## config.mk

```make
export PLATFORM = sky130hd
export DESIGN_NAME = kms_scanner
export DESIGN_NICKNAME = d
export VERILOG_FILES = /design/src/design/kms_keybuf.v /design/src/design/kms_scanner.v /design/src/design/kms_sync.v
export VERILOG_INCLUDE_DIRS = /design/src /design/src/pkg
export SDC_FILE = /design/constraint.sdc
export NUM_CORES = 2
export LEC_CHECK = 0
export ABC_CLOCK_PERIOD_IN_PS = 9050
export CORE_MARGIN = 4
export CORE_UTILIZATION = 40
export DETAILED_ROUTE_END_ITERATION = 8
export DONT_BUFFER_PORTS = 1
export PLACE_DENSITY_LB_ADDON = 0.25
export SETUP_SLACK_MARGIN = 0.1
export SLEW_MARGIN = 10
export SYNTH_ARGS = -nofsm -noshare
export SYNTH_HDL_FRONTEND = slang
export SYNTH_SLANG_ARGS = --single-unit
```

## constraint.sdc

```tcl
create_clock -name clk_sys -period 9.05 [get_ports clk_sys]
set_clock_uncertainty 0.2 [all_clocks]
set_input_delay 1.3575 -clock clk_sys [delete_from_list [all_inputs] [get_ports clk_sys]]
set_output_delay 1.3575 -clock clk_sys [all_outputs]
set_load 0.05 [all_outputs]
```

## src/pkg/kms_regs.vh

```
`ifndef KMS_REGS_VH
`define KMS_REGS_VH

// System clock rate in hertz.
`define KMS_CLK_HZ 20000000
// Scan clock rate in hertz.
`define KMS_SCAN_HZ 128000
// System clock cycles per scan step, rounded down.
`define KMS_SCAN_DIV (`KMS_CLK_HZ / `KMS_SCAN_HZ)
// Largest matrix supported.
`define KMS_MAX_COLS 20
`define KMS_MAX_ROWS 8
`define KMS_MAX_KEYS 160
// Key code buffer depth in bytes and its pointer width.
`define KMS_BUF_DEPTH 16
`define KMS_BUF_AW 4
// Width of a key code.
`define KMS_CODE_W 8
// Reset value of the row-hit accumulator and key-index counter.
`define KMS_ZERO8 8'h00
// Default consecutive-pass count for debounce.
`define KMS_DB_DEFAULT 3'h2

`endif

```

## src/design/kms_keybuf.v

```verilog
`default_nettype none

// Key code buffer: a small FIFO that keeps codes until the host pops them.
module kms_keybuf #(
   parameter DEPTH = 16,
   parameter AW = 4,
   parameter W = 8
) (
   input wire clk_sys,
   input wire rst_b,
   input wire push,
   input wire [W-1:0] push_data,
   input wire pop,
   output wire [W-1:0] head_data,
   output wire not_empty,
   output wire [AW:0] count,
   output wire overflow
);

   // Storage for the buffered key codes.
   reg [W-1:0] mem [0:DEPTH-1];
   reg [AW-1:0] wr_ptr_r;
   reg [AW-1:0] rd_ptr_r;
   reg [AW:0] cnt_r;
   wire full;
   wire do_pop;
   wire do_push;

   assign full = (cnt_r == DEPTH[AW:0]);
   assign not_empty = (cnt_r != {(AW+1){1'b0}});
   // A pop on an empty buffer is ignored.
   assign do_pop = pop && not_empty;
   // A full buffer refuses new codes unless a pop frees a slot.
   assign do_push = push && (!full || do_pop);
   assign overflow = push && full && !do_pop;
   assign head_data = mem[rd_ptr_r];
   assign count = cnt_r;

   // Stored words are written only; they need no reset.
   always @(posedge clk_sys) begin
      if (do_push) begin
         mem[wr_ptr_r] <= push_data;
      end
   end

   // Pointers and fill count.
   always @(posedge clk_sys or negedge rst_b) begin
      if (!rst_b) begin
         wr_ptr_r <= {AW{1'b0}};
         rd_ptr_r <= {AW{1'b0}};
         cnt_r <= {(AW+1){1'b0}};
      end else begin
         if (do_push) begin
            wr_ptr_r <= wr_ptr_r + {{(AW-1){1'b0}}, 1'b1};
         end
         if (do_pop) begin
            rd_ptr_r <= rd_ptr_r + {{(AW-1){1'b0}}, 1'b1};
         end
         if (do_push && !do_pop) begin
            cnt_r <= cnt_r + {{AW{1'b0}}, 1'b1};
         end else if (do_pop && !do_push) begin
            cnt_r <= cnt_r - {{AW{1'b0}}, 1'b1};
         end
      end
   end

endmodule

`default_nettype wire

```

## src/design/kms_scanner.v

```verilog
// Summary of operation
// - Scan up to 160 keys, 1-20 columns.
// - Row count programmable from one to eight.
// - Key codes kept in sixteen-byte buffer.
// - Scan steps paced at 128 kHz.
// - Scan clock stopped when no key pressed.
// - Three states, idle after reset.
// - Idle drives every column high.
// - Row activity in idle starts scan, requests clock unless other user has it on.
// - Idle clears row-hit and key index.
// - Row counter wraps, then column advances.
// - Both counters terminal: go to scan-end.
// - Key index counts every scanned position.
// - Two or more hits: OR rows into accumulator.
// - Hit in already-hit row sets ghost flag.
// - Scan-end rescans on activity, else idles.
// - N-key rollover, ghost keys locked out.
// - Codes kept until read; overflow drops new codes.
// - Hardware debounce filters glitches.
`include "kms_regs.vh"
`default_nettype none

module kms_scanner #(
   parameter NCOLS = `KMS_MAX_COLS,
   parameter NROWS = `KMS_MAX_ROWS,
   parameter DEPTH = `KMS_BUF_DEPTH
) (
   input wire clk_sys,
   input wire rst_b,
   input wire [NROWS-1:0] row_in,
   output reg [NCOLS-1:0] col_out_r,
   input wire [4:0] cfg_cols,
   input wire [3:0] cfg_rows,
   input wire [2:0] cfg_db_passes,
   input wire other_clk_en,
   output reg clk_req_r,
   output reg [1:0] scan_state_r,
   output reg [7:0] key_index_r,
   output reg ghost_r,
   input wire ghost_clr,
   output reg ovf_r,
   input wire ovf_clr,
   input wire kb_pop,
   output reg [7:0] kb_data_r,
   output reg kb_valid_r,
   output reg [4:0] kb_count_r
);

   // Controller states.
   localparam ST_IDLE = 2'b00;
   localparam ST_SCAN = 2'b01;
   localparam ST_END = 2'b10;
   // Scan divider terminal count, cut to the width of its counter.
   localparam [31:0] DIV_FULL = `KMS_SCAN_DIV - 1;
   localparam [7:0] DIV_LAST = DIV_FULL[7:0];

   // Limit a programmed row count to 1..NROWS.
   function [3:0] clamp_rows;
      input [3:0] r;
      begin
         if (r == 4'h0) begin
            clamp_rows = 4'h1;
         end else if (r > NROWS) begin
            clamp_rows = NROWS[3:0];
         end else begin
            clamp_rows = r;
         end
      end
   endfunction

   // Limit a programmed column count to 1..NCOLS.
   function [4:0] clamp_cols;
      input [4:0] c;
      begin
         if (c == 5'h00) begin
            clamp_cols = 5'h01;
         end else if (c > NCOLS) begin
            clamp_cols = NCOLS[4:0];
         end else begin
            clamp_cols = c;
         end
      end
   endfunction

   // True when at least two bits of a row vector are set.
   function two_plus;
      input [7:0] m;
      begin
         two_plus = ((m & (m - 8'h01)) != 8'h00);
      end
   endfunction

   // Synchronised row inputs; a pressed key reads as one.
   wire [NROWS-1:0] row_s;
   // Row vector padded to eight bits for the accumulator.
   wire [7:0] row8;
   // Rows beyond the programmed count are masked off.
   wire [7:0] row_mask;
   wire [7:0] row_pr;
   wire [3:0] rows_lim;
   wire [4:0] cols_lim;
   wire row_last;
   wire col_last;
   wire hit;
   wire ghost_now;
   wire scan_tick;
   wire clk_on;
   wire [7:0] buf_head;
   wire buf_ne;
   wire [4:0] buf_cnt;
   wire buf_ovf;

   reg [1:0] state_r;
   reg [7:0] div_r;
   reg [2:0] row_cnt_r;
   reg [4:0] col_cnt_r;
   // Rows that showed multiple hits in an earlier column.
   reg [7:0] row_hit_r;
   // Any activity during the current pass.
   reg pass_hit_r;
   // Debounced state and pending-change count of every key.
   reg key_st [0:`KMS_MAX_KEYS-1];
   reg [2:0] db_cnt [0:`KMS_MAX_KEYS-1];
   reg push_r;
   reg [7:0] push_code_r;
   reg [2:0] db_need;
   integer i;

   // Row pins come from outside the clock domain.
   kms_sync #(
      .W(NROWS)
   ) u_row_sync (
      .clk_sys(clk_sys),
      .rst_b(rst_b),
      .din(row_in),
      .dout(row_s)
   );

   // Key code store that the host drains.
   // sixteen-byte store
   kms_keybuf #(
      .DEPTH(DEPTH),
      .AW(`KMS_BUF_AW),
      .W(`KMS_CODE_W)
   ) u_keybuf (
      .clk_sys(clk_sys),
      .rst_b(rst_b),
      .push(push_r),
      .push_data(push_code_r),
      .pop(kb_pop),
      .head_data(buf_head),
      .not_empty(buf_ne),
      .count(buf_cnt),
      .overflow(buf_ovf)
   );

   assign cols_lim = clamp_cols(cfg_cols);
   assign rows_lim = clamp_rows(cfg_rows);
   // Pad the row vector only when there are fewer than eight rows.
   generate
      if (NROWS < 8) begin : g_row_pad
         assign row8 = {{(8-NROWS){1'b0}}, row_s};
      end else begin : g_row_full
         assign row8 = row_s[7:0];
      end
   endgenerate
   assign row_mask = 8'hFF >> (4'h8 - rows_lim);
   assign row_pr = row8 & row_mask;
   assign row_last = ({1'b0, row_cnt_r} == rows_lim - 4'h1);
   assign col_last = (col_cnt_r == cols_lim - 5'h01);
   assign hit = row_pr[row_cnt_r];
   assign ghost_now = hit && row_hit_r[row_cnt_r];
   // The scan clock runs for us or for another user.
   assign clk_on = clk_req_r || other_clk_en;
   // one step per 128 kHz period
   assign scan_tick = clk_on && (div_r == DIV_LAST);

   // Debounce pass count, never below one.
   always @* begin
      db_need = cfg_db_passes;
      if (cfg_db_passes == 3'h0) begin
         db_need = 3'h1;
      end
   end

   // Scan clock divider; it is held at zero while no one needs the clock.
   // It also restarts on every entry to scan, so a clock shared with
   // another user cannot step before the first column has settled.
   // divider clears to zero and halts when neither we nor the other user enable the clock
   always @(posedge clk_sys or negedge rst_b) begin
      if (!rst_b) begin
         div_r <= 8'h00;
      end else if (!clk_on || scan_tick || state_r != ST_SCAN) begin
         div_r <= 8'h00;
      end else begin
         div_r <= div_r + 8'h01;
      end
   end

   // Main controller: counters, accumulator and clock request.
   always @(posedge clk_sys or negedge rst_b) begin
      if (!rst_b) begin
         state_r <= ST_IDLE;
         clk_req_r <= 1'b0;
         row_cnt_r <= 3'h0;
         col_cnt_r <= 5'h00;
         row_hit_r <= `KMS_ZERO8;
         key_index_r <= `KMS_ZERO8;
         pass_hit_r <= 1'b0;
      end else begin
         case (state_r)
            ST_IDLE: begin
               row_hit_r <= `KMS_ZERO8;
               key_index_r <= `KMS_ZERO8;
               row_cnt_r <= 3'h0;
               col_cnt_r <= 5'h00;
               pass_hit_r <= 1'b0;
               if (row_pr != 8'h00) begin
                  clk_req_r <= !other_clk_en;
                  state_r <= ST_SCAN;
               end
            end
            ST_SCAN: begin
               // Keep a request alive if the other user drops out.
               clk_req_r <= clk_req_r || !other_clk_en;
               if (scan_tick) begin
                  key_index_r <= key_index_r + 8'h01;
                  if (hit || key_st[key_index_r] ||
                      db_cnt[key_index_r] != 3'h0) begin
                     pass_hit_r <= 1'b1;
                  end
                  if (row_last) begin
                     row_cnt_r <= 3'h0;
                     if (two_plus(row_pr)) begin
                        row_hit_r <= row_hit_r | row_pr;
                     end
                     if (col_last) begin
                        state_r <= ST_END;
                     end else begin
                        col_cnt_r <= col_cnt_r + 5'h01;
                     end
                  end else begin
                     row_cnt_r <= row_cnt_r + 3'h1;
                  end
               end
            end
            ST_END: begin
               // Every pass starts from the first key.
               row_cnt_r <= 3'h0;
               col_cnt_r <= 5'h00;
               row_hit_r <= `KMS_ZERO8;
               key_index_r <= `KMS_ZERO8;
               pass_hit_r <= 1'b0;
               if (pass_hit_r) begin
                  state_r <= ST_SCAN;
               end else begin
                  state_r <= ST_IDLE;
                  clk_req_r <= 1'b0;
               end
            end
            default: begin
               state_r <= ST_IDLE;
               clk_req_r <= 1'b0;
            end
         endcase
      end
   end

   // Per-key debounce: a change is taken after N equal passes.
   always @(posedge clk_sys or negedge rst_b) begin
      if (!rst_b) begin
         for (i = 0; i < `KMS_MAX_KEYS; i = i + 1) begin
            key_st[i] <= 1'b0;
            db_cnt[i] <= 3'h0;
         end
         push_r <= 1'b0;
         push_code_r <= 8'h00;
      end else begin
         push_r <= 1'b0;
         if (state_r == ST_SCAN && scan_tick) begin
            if (hit != key_st[key_index_r]) begin
               if (db_cnt[key_index_r] + 3'h1 >= db_need) begin
                  key_st[key_index_r] <= hit;
                  db_cnt[key_index_r] <= 3'h0;
                  if (hit && !ghost_now) begin
                     push_r <= 1'b1;
                     push_code_r <= key_index_r;
                  end
               end else begin
                  db_cnt[key_index_r] <= db_cnt[key_index_r] + 3'h1;
               end
            end else begin
               // A glitch that went away restarts the count.
               db_cnt[key_index_r] <= 3'h0;
            end
         end
      end
   end

   // Sticky status; a new event wins over a clear in the same cycle.
   always @(posedge clk_sys or negedge rst_b) begin
      if (!rst_b) begin
         ghost_r <= 1'b0;
         ovf_r <= 1'b0;
      end else begin
         if (state_r == ST_SCAN && scan_tick && ghost_now) begin
            ghost_r <= 1'b1;
         end else if (ghost_clr) begin
            ghost_r <= 1'b0;
         end
         if (buf_ovf) begin
            ovf_r <= 1'b1;
         end else if (ovf_clr) begin
            ovf_r <= 1'b0;
         end
      end
   end

   // Column drive and pollable status, all from flip-flops.
   always @(posedge clk_sys or negedge rst_b) begin
      if (!rst_b) begin
         col_out_r <= {NCOLS{1'b1}};
         scan_state_r <= ST_IDLE;
         kb_data_r <= 8'h00;
         kb_valid_r <= 1'b0;
         kb_count_r <= 5'h00;
      end else begin
         if (state_r == ST_SCAN) begin
            col_out_r <= {{(NCOLS-1){1'b0}}, 1'b1} << col_cnt_r;
         end else begin
            col_out_r <= {NCOLS{1'b1}};
         end
         scan_state_r <= state_r;
         // head code stays until popped; empty shows zero.
         kb_data_r <= buf_ne ? buf_head : 8'h00;
         kb_valid_r <= buf_ne;
         kb_count_r <= buf_cnt;
      end
   end

endmodule

`default_nettype wire

```

## src/design/kms_sync.v

```verilog
`default_nettype none

// Two-stage synchroniser for pin inputs; only the second stage is read.
module kms_sync #(
   parameter W = 8
) (
   input wire clk_sys,
   input wire rst_b,
   input wire [W-1:0] din,
   output reg [W-1:0] dout
);

   // First stage, read only by the second stage.
   reg [W-1:0] meta_r;

   // Both stages clear to zero, the idle level of pulled-down rows.
   always @(posedge clk_sys or negedge rst_b) begin
      if (!rst_b) begin
         meta_r <= {W{1'b0}};
         dout <= {W{1'b0}};
      end else begin
         meta_r <= din;
         dout <= meta_r;
      end
   end

endmodule

`default_nettype wire

```

==> reports/summary.txt <==
Max-slew violation count: 0
Cts hold-fix bufs: 0
Vias per inst: 5.80
Top cells by area, synth: dfrtp_1 (45%), mux4_2 (12%), edfxtp_1 (9.5%)
Crit path max fanout: 47
Antenna cell count: 0
ANT nets after route: 0
Gr ovfl total: 0
Synth top cells by count: nand2_1 (845), dfrtp_1 (732), o21ai_0 (518), o31ai_1 (284), clkbuf_1 (227)
Mapped Area: 0.0403 sq mm
Worst path arrival time: 7.87 ns
Slew headroom: 0.188
Pre-antenna DRT Iters: 5
Largest net degree at the start of global routing: 753
Die area: 0.106 sq mm
Post-synth EDFFs: 128
Setup_tns: 0 ns
Most common cell in the netlist: nand2_1
H-tree levels: 3
Adder-Cell Fraction of Synth Area: 0.0104
Final hold slack: 0.141 ns
Routability cong.: 0.856
Register bit total from synthesis: 880
Sequential area share after synthesis: 0.563
WP depth: 17
Clk_lat worst skew: 0.68 ns
Simple-Gate Fraction of Synth Area: 0.109
Rows: 116
Worst min path class: flop to flop
CTS max path bufs: 3
Total wire length: 114000 microns
Setup crit start kind: flop
RSZ-0062 raised after global routing: no
TritonCTS clock tree: done
Max Fclk: 132 MHz
YS warnings: 0
Main combinational cell family by area after synthesis: compound AO/OA/AOI/OAI gates
Num ports: 73
Final instance area: 0.0446 sq mm
Most used flip-flop cell after synthesis: dfrtp_1
Synth cell types: 67
Layout cell share with drive strength beyond 1: 0.144
Complex-gate fraction of the synthesized area: 0.138
Final setup fails: 0
Final core utilization: 0.446
Xor and xnor fraction of the mapped netlist area: 0.00860
Cell taking the most area after synthesis: dfrtp_1
Min Tclk post-route: 7.57 ns
CP Buf/Inv Count: 3
Area grow syn2layout: 10.8%
Final hold violations: 0
Synth top area share: 0.455
Max cap viols: 0
R2R cell count: 17
Outcome: completed
Total GRT Usage: 0.216
Crit path kind: flop to flop
Net Count, Synth: 3587
CP cell instances: buf_4 > mux4_2 > mux4_2 > a221oi_1 > o311a_1 > and2_1 > inv_1 > ha_1 > xnor2_4 > inv_1 > ha_1 > a21o_1 > nand2_1 > nor2_1 > nand3_1 > o21ai_0 > o31ai_1
Global-route wire length before repair: 178000 microns
Final nets: 3468
Routed WL per cell: 23.9 microns
Clock sink count: 880
# DRC: 0
Power per cell area: 200 mW/mm^2
Async set-or-reset flop fraction in the synthesized netlist: 0.855
Count of input and output buffers: 0
VDD IR max: 163 uV
Post-synthesis mux area share: 0.136
Initial Utilization: 0.403
CORE AREA: 0.100 sq mm
# resized after CTS: 0
Worst slew pin tran: 1.21 ns
Postcts setup bufs: 0
CTS Buf Count: 96
Initial DRC Count: 2735
Initial antenna violation count: 1
Crit path max-delay family: simple AND/OR/NAND/NOR gates
Worst Hold Path Cells: 0
Die width: 325 microns
Syn Inst Count: 3529
Root buffer cell: clkbuf_16
Placed Area: 0.0412 sq mm
Data required time at the worst endpoint: 9.35 ns
Via count: 27.8k
Critical Path Max Stage Delay: 0.96 ns
Tcrit/Tclk final: 0.836
Syn_area_per_cell: 11.4 sq um
Vias in the first global route: 27.8k
Worst-path clk slew: 0.06 ns
# fillers: 9060
Critical path capture point type: flop
Detailed Place HPWL: 69500 microns
Static leakage: 17.6 nW
Chip height: 325 microns
Slowest-stage cell, CP: nand3_1
## report_power, final
group	total (mW)	internal, mW	switching [mW]	leakage, nW
registers	4.23	4.07	0.162	11.5
logic	0.629	0.280	0.349	4.48
clock network	4.08	2.42	1.66	1.65
## final timing paths
path / from / end / slack, ns
max: key_index_r[1]$_DFFE_PN0P_ / key_st[95]$_DFFE_PN0P_ / 1.48
min: u_row_sync.meta_r[3]$_DFF_PN0_ / u_row_sync.dout[3]$_DFF_PN0_ / 0.14
max reg2reg: key_index_r[1]$_DFFE_PN0P_ / key_st[95]$_DFFE_PN0P_ / 1.48
min reg2reg: u_row_sync.meta_r[3]$_DFF_PN0_ / u_row_sync.dout[3]$_DFF_PN0_ / 0.14
max in group asynchronous: rst_b / key_index_r[3]$_DFFE_PN0P_ / 6.91
min in group asynchronous: rst_b / db_cnt[88]$_DFFE_PN0P_ / 0.19
## cell usage in the layout (no fill, tap or decap), types with 4 or more instances in the layout
master       n
a211oi_1     4
a21o_1       4
a21oi_1     20
a221oi_1     9
a22o_1       4
a22oi_1      7
a31oi_1      6
and2_1      31
and3_1      17
buf_4       64
bufinv_16    7
clkbuf_1    17
clkbuf_16   99
clkbuf_8    25
clkinv_1     5
clkinv_2    16
dfrtp_1    725
dfrtp_2      4
dfstp_2     20
edfxtp_1   128
ha_1        31
inv_1       29
mux2_2      12
mux2i_1     38
mux4_2     220
nand2_1    842
nand2b_1    17
nand3_1     31
nand4_1      9
nor2_1      86
nor2b_1      4
nor3_1      11
nor4_1       5
o21ai_0    518
o22ai_1      4
o31ai_1    284
o41ai_1     30
or3_1        7
xnor2_1     23
xor2_1      12
## kinds of logic (layout without fill, tap and decap cells)
family,Yosys count,count (layout)
multiplexers,270,270
flip-flops,880,880
AND/OR/NAND/NOR,1079,1079
XOR/XNOR,37,37
buffers and inverters,318,278
AO/OA/AOI/OAI,912,912
adder cells (fa/ha/maj),33,33
## worst reg2reg max path, delay by kind of cell (launching register included)
kind	cells	cell delay, ns
fa+ha+maj	2	0.54
simple gates	4	2.22
compound gates	5	1.57
flops	1	0.93
mux	2	0.95
buf+inv	3	0.77
xor+xnor	1	0.21
## layout make-up
cell class              count  area (sq um)  share of cell area
inverters                  32           121             0.00272
flip-flops and latches    880         22700               0.508
clock buffers             142          2890              0.0647
multi-input cells        2331         16300               0.364
clock inverters            35           442             0.00989
repair buffers             69           603              0.0135
well taps                1298          1620              0.0364
## per-layer routing
layer	track usage	vias up	routed length, microns
li1	-	12565	-
met1	0.307	14047	50100
met2	0.335	950	52600
met3	0.0419	213	7890
met4	0.0719	0	3850
met5	0	-	0
## registers in the layout, indices dropped and copies added, names as in the netlist, 2 cells and up
| name | count |
|---|---|
| div_r | 8 |
| kb_data_r | 8 |
| u_keybuf.wr_ptr_r | 4 |
| u_keybuf.mem | 128 |
| col_cnt_r | 5 |
| scan_state_r | 2 |
| key_st | 160 |
| kb_count_r | 5 |
| u_row_sync.meta_r | 8 |
| row_hit_r | 8 |
| db_cnt | 480 |
| col_out_r | 20 |
| push_code_r | 8 |
| u_row_sync.dout | 8 |
| u_keybuf.count | 5 |
| key_index_r | 8 |
| state_r | 2 |
| row_cnt_r | 3 |
| u_keybuf.rd_ptr_r | 4 |
## per-stage QoR
step / power [mW] / instances / setup slack, ns
3_3_place_gp: 4.89 / 4607 / 1.60
4_1_cts: 8.98 / 4784 / 1.54
5_1_grt: 9.27 / 4787 / 1.01
3_5_place_dp: 4.89 / 4607 / 1.57
2_1_floorplan: 4.74 / 3529 / 2.70
6_report: 8.94 / 4787 / 1.48
No activity file was read; power rests on OpenSTA's default activity.
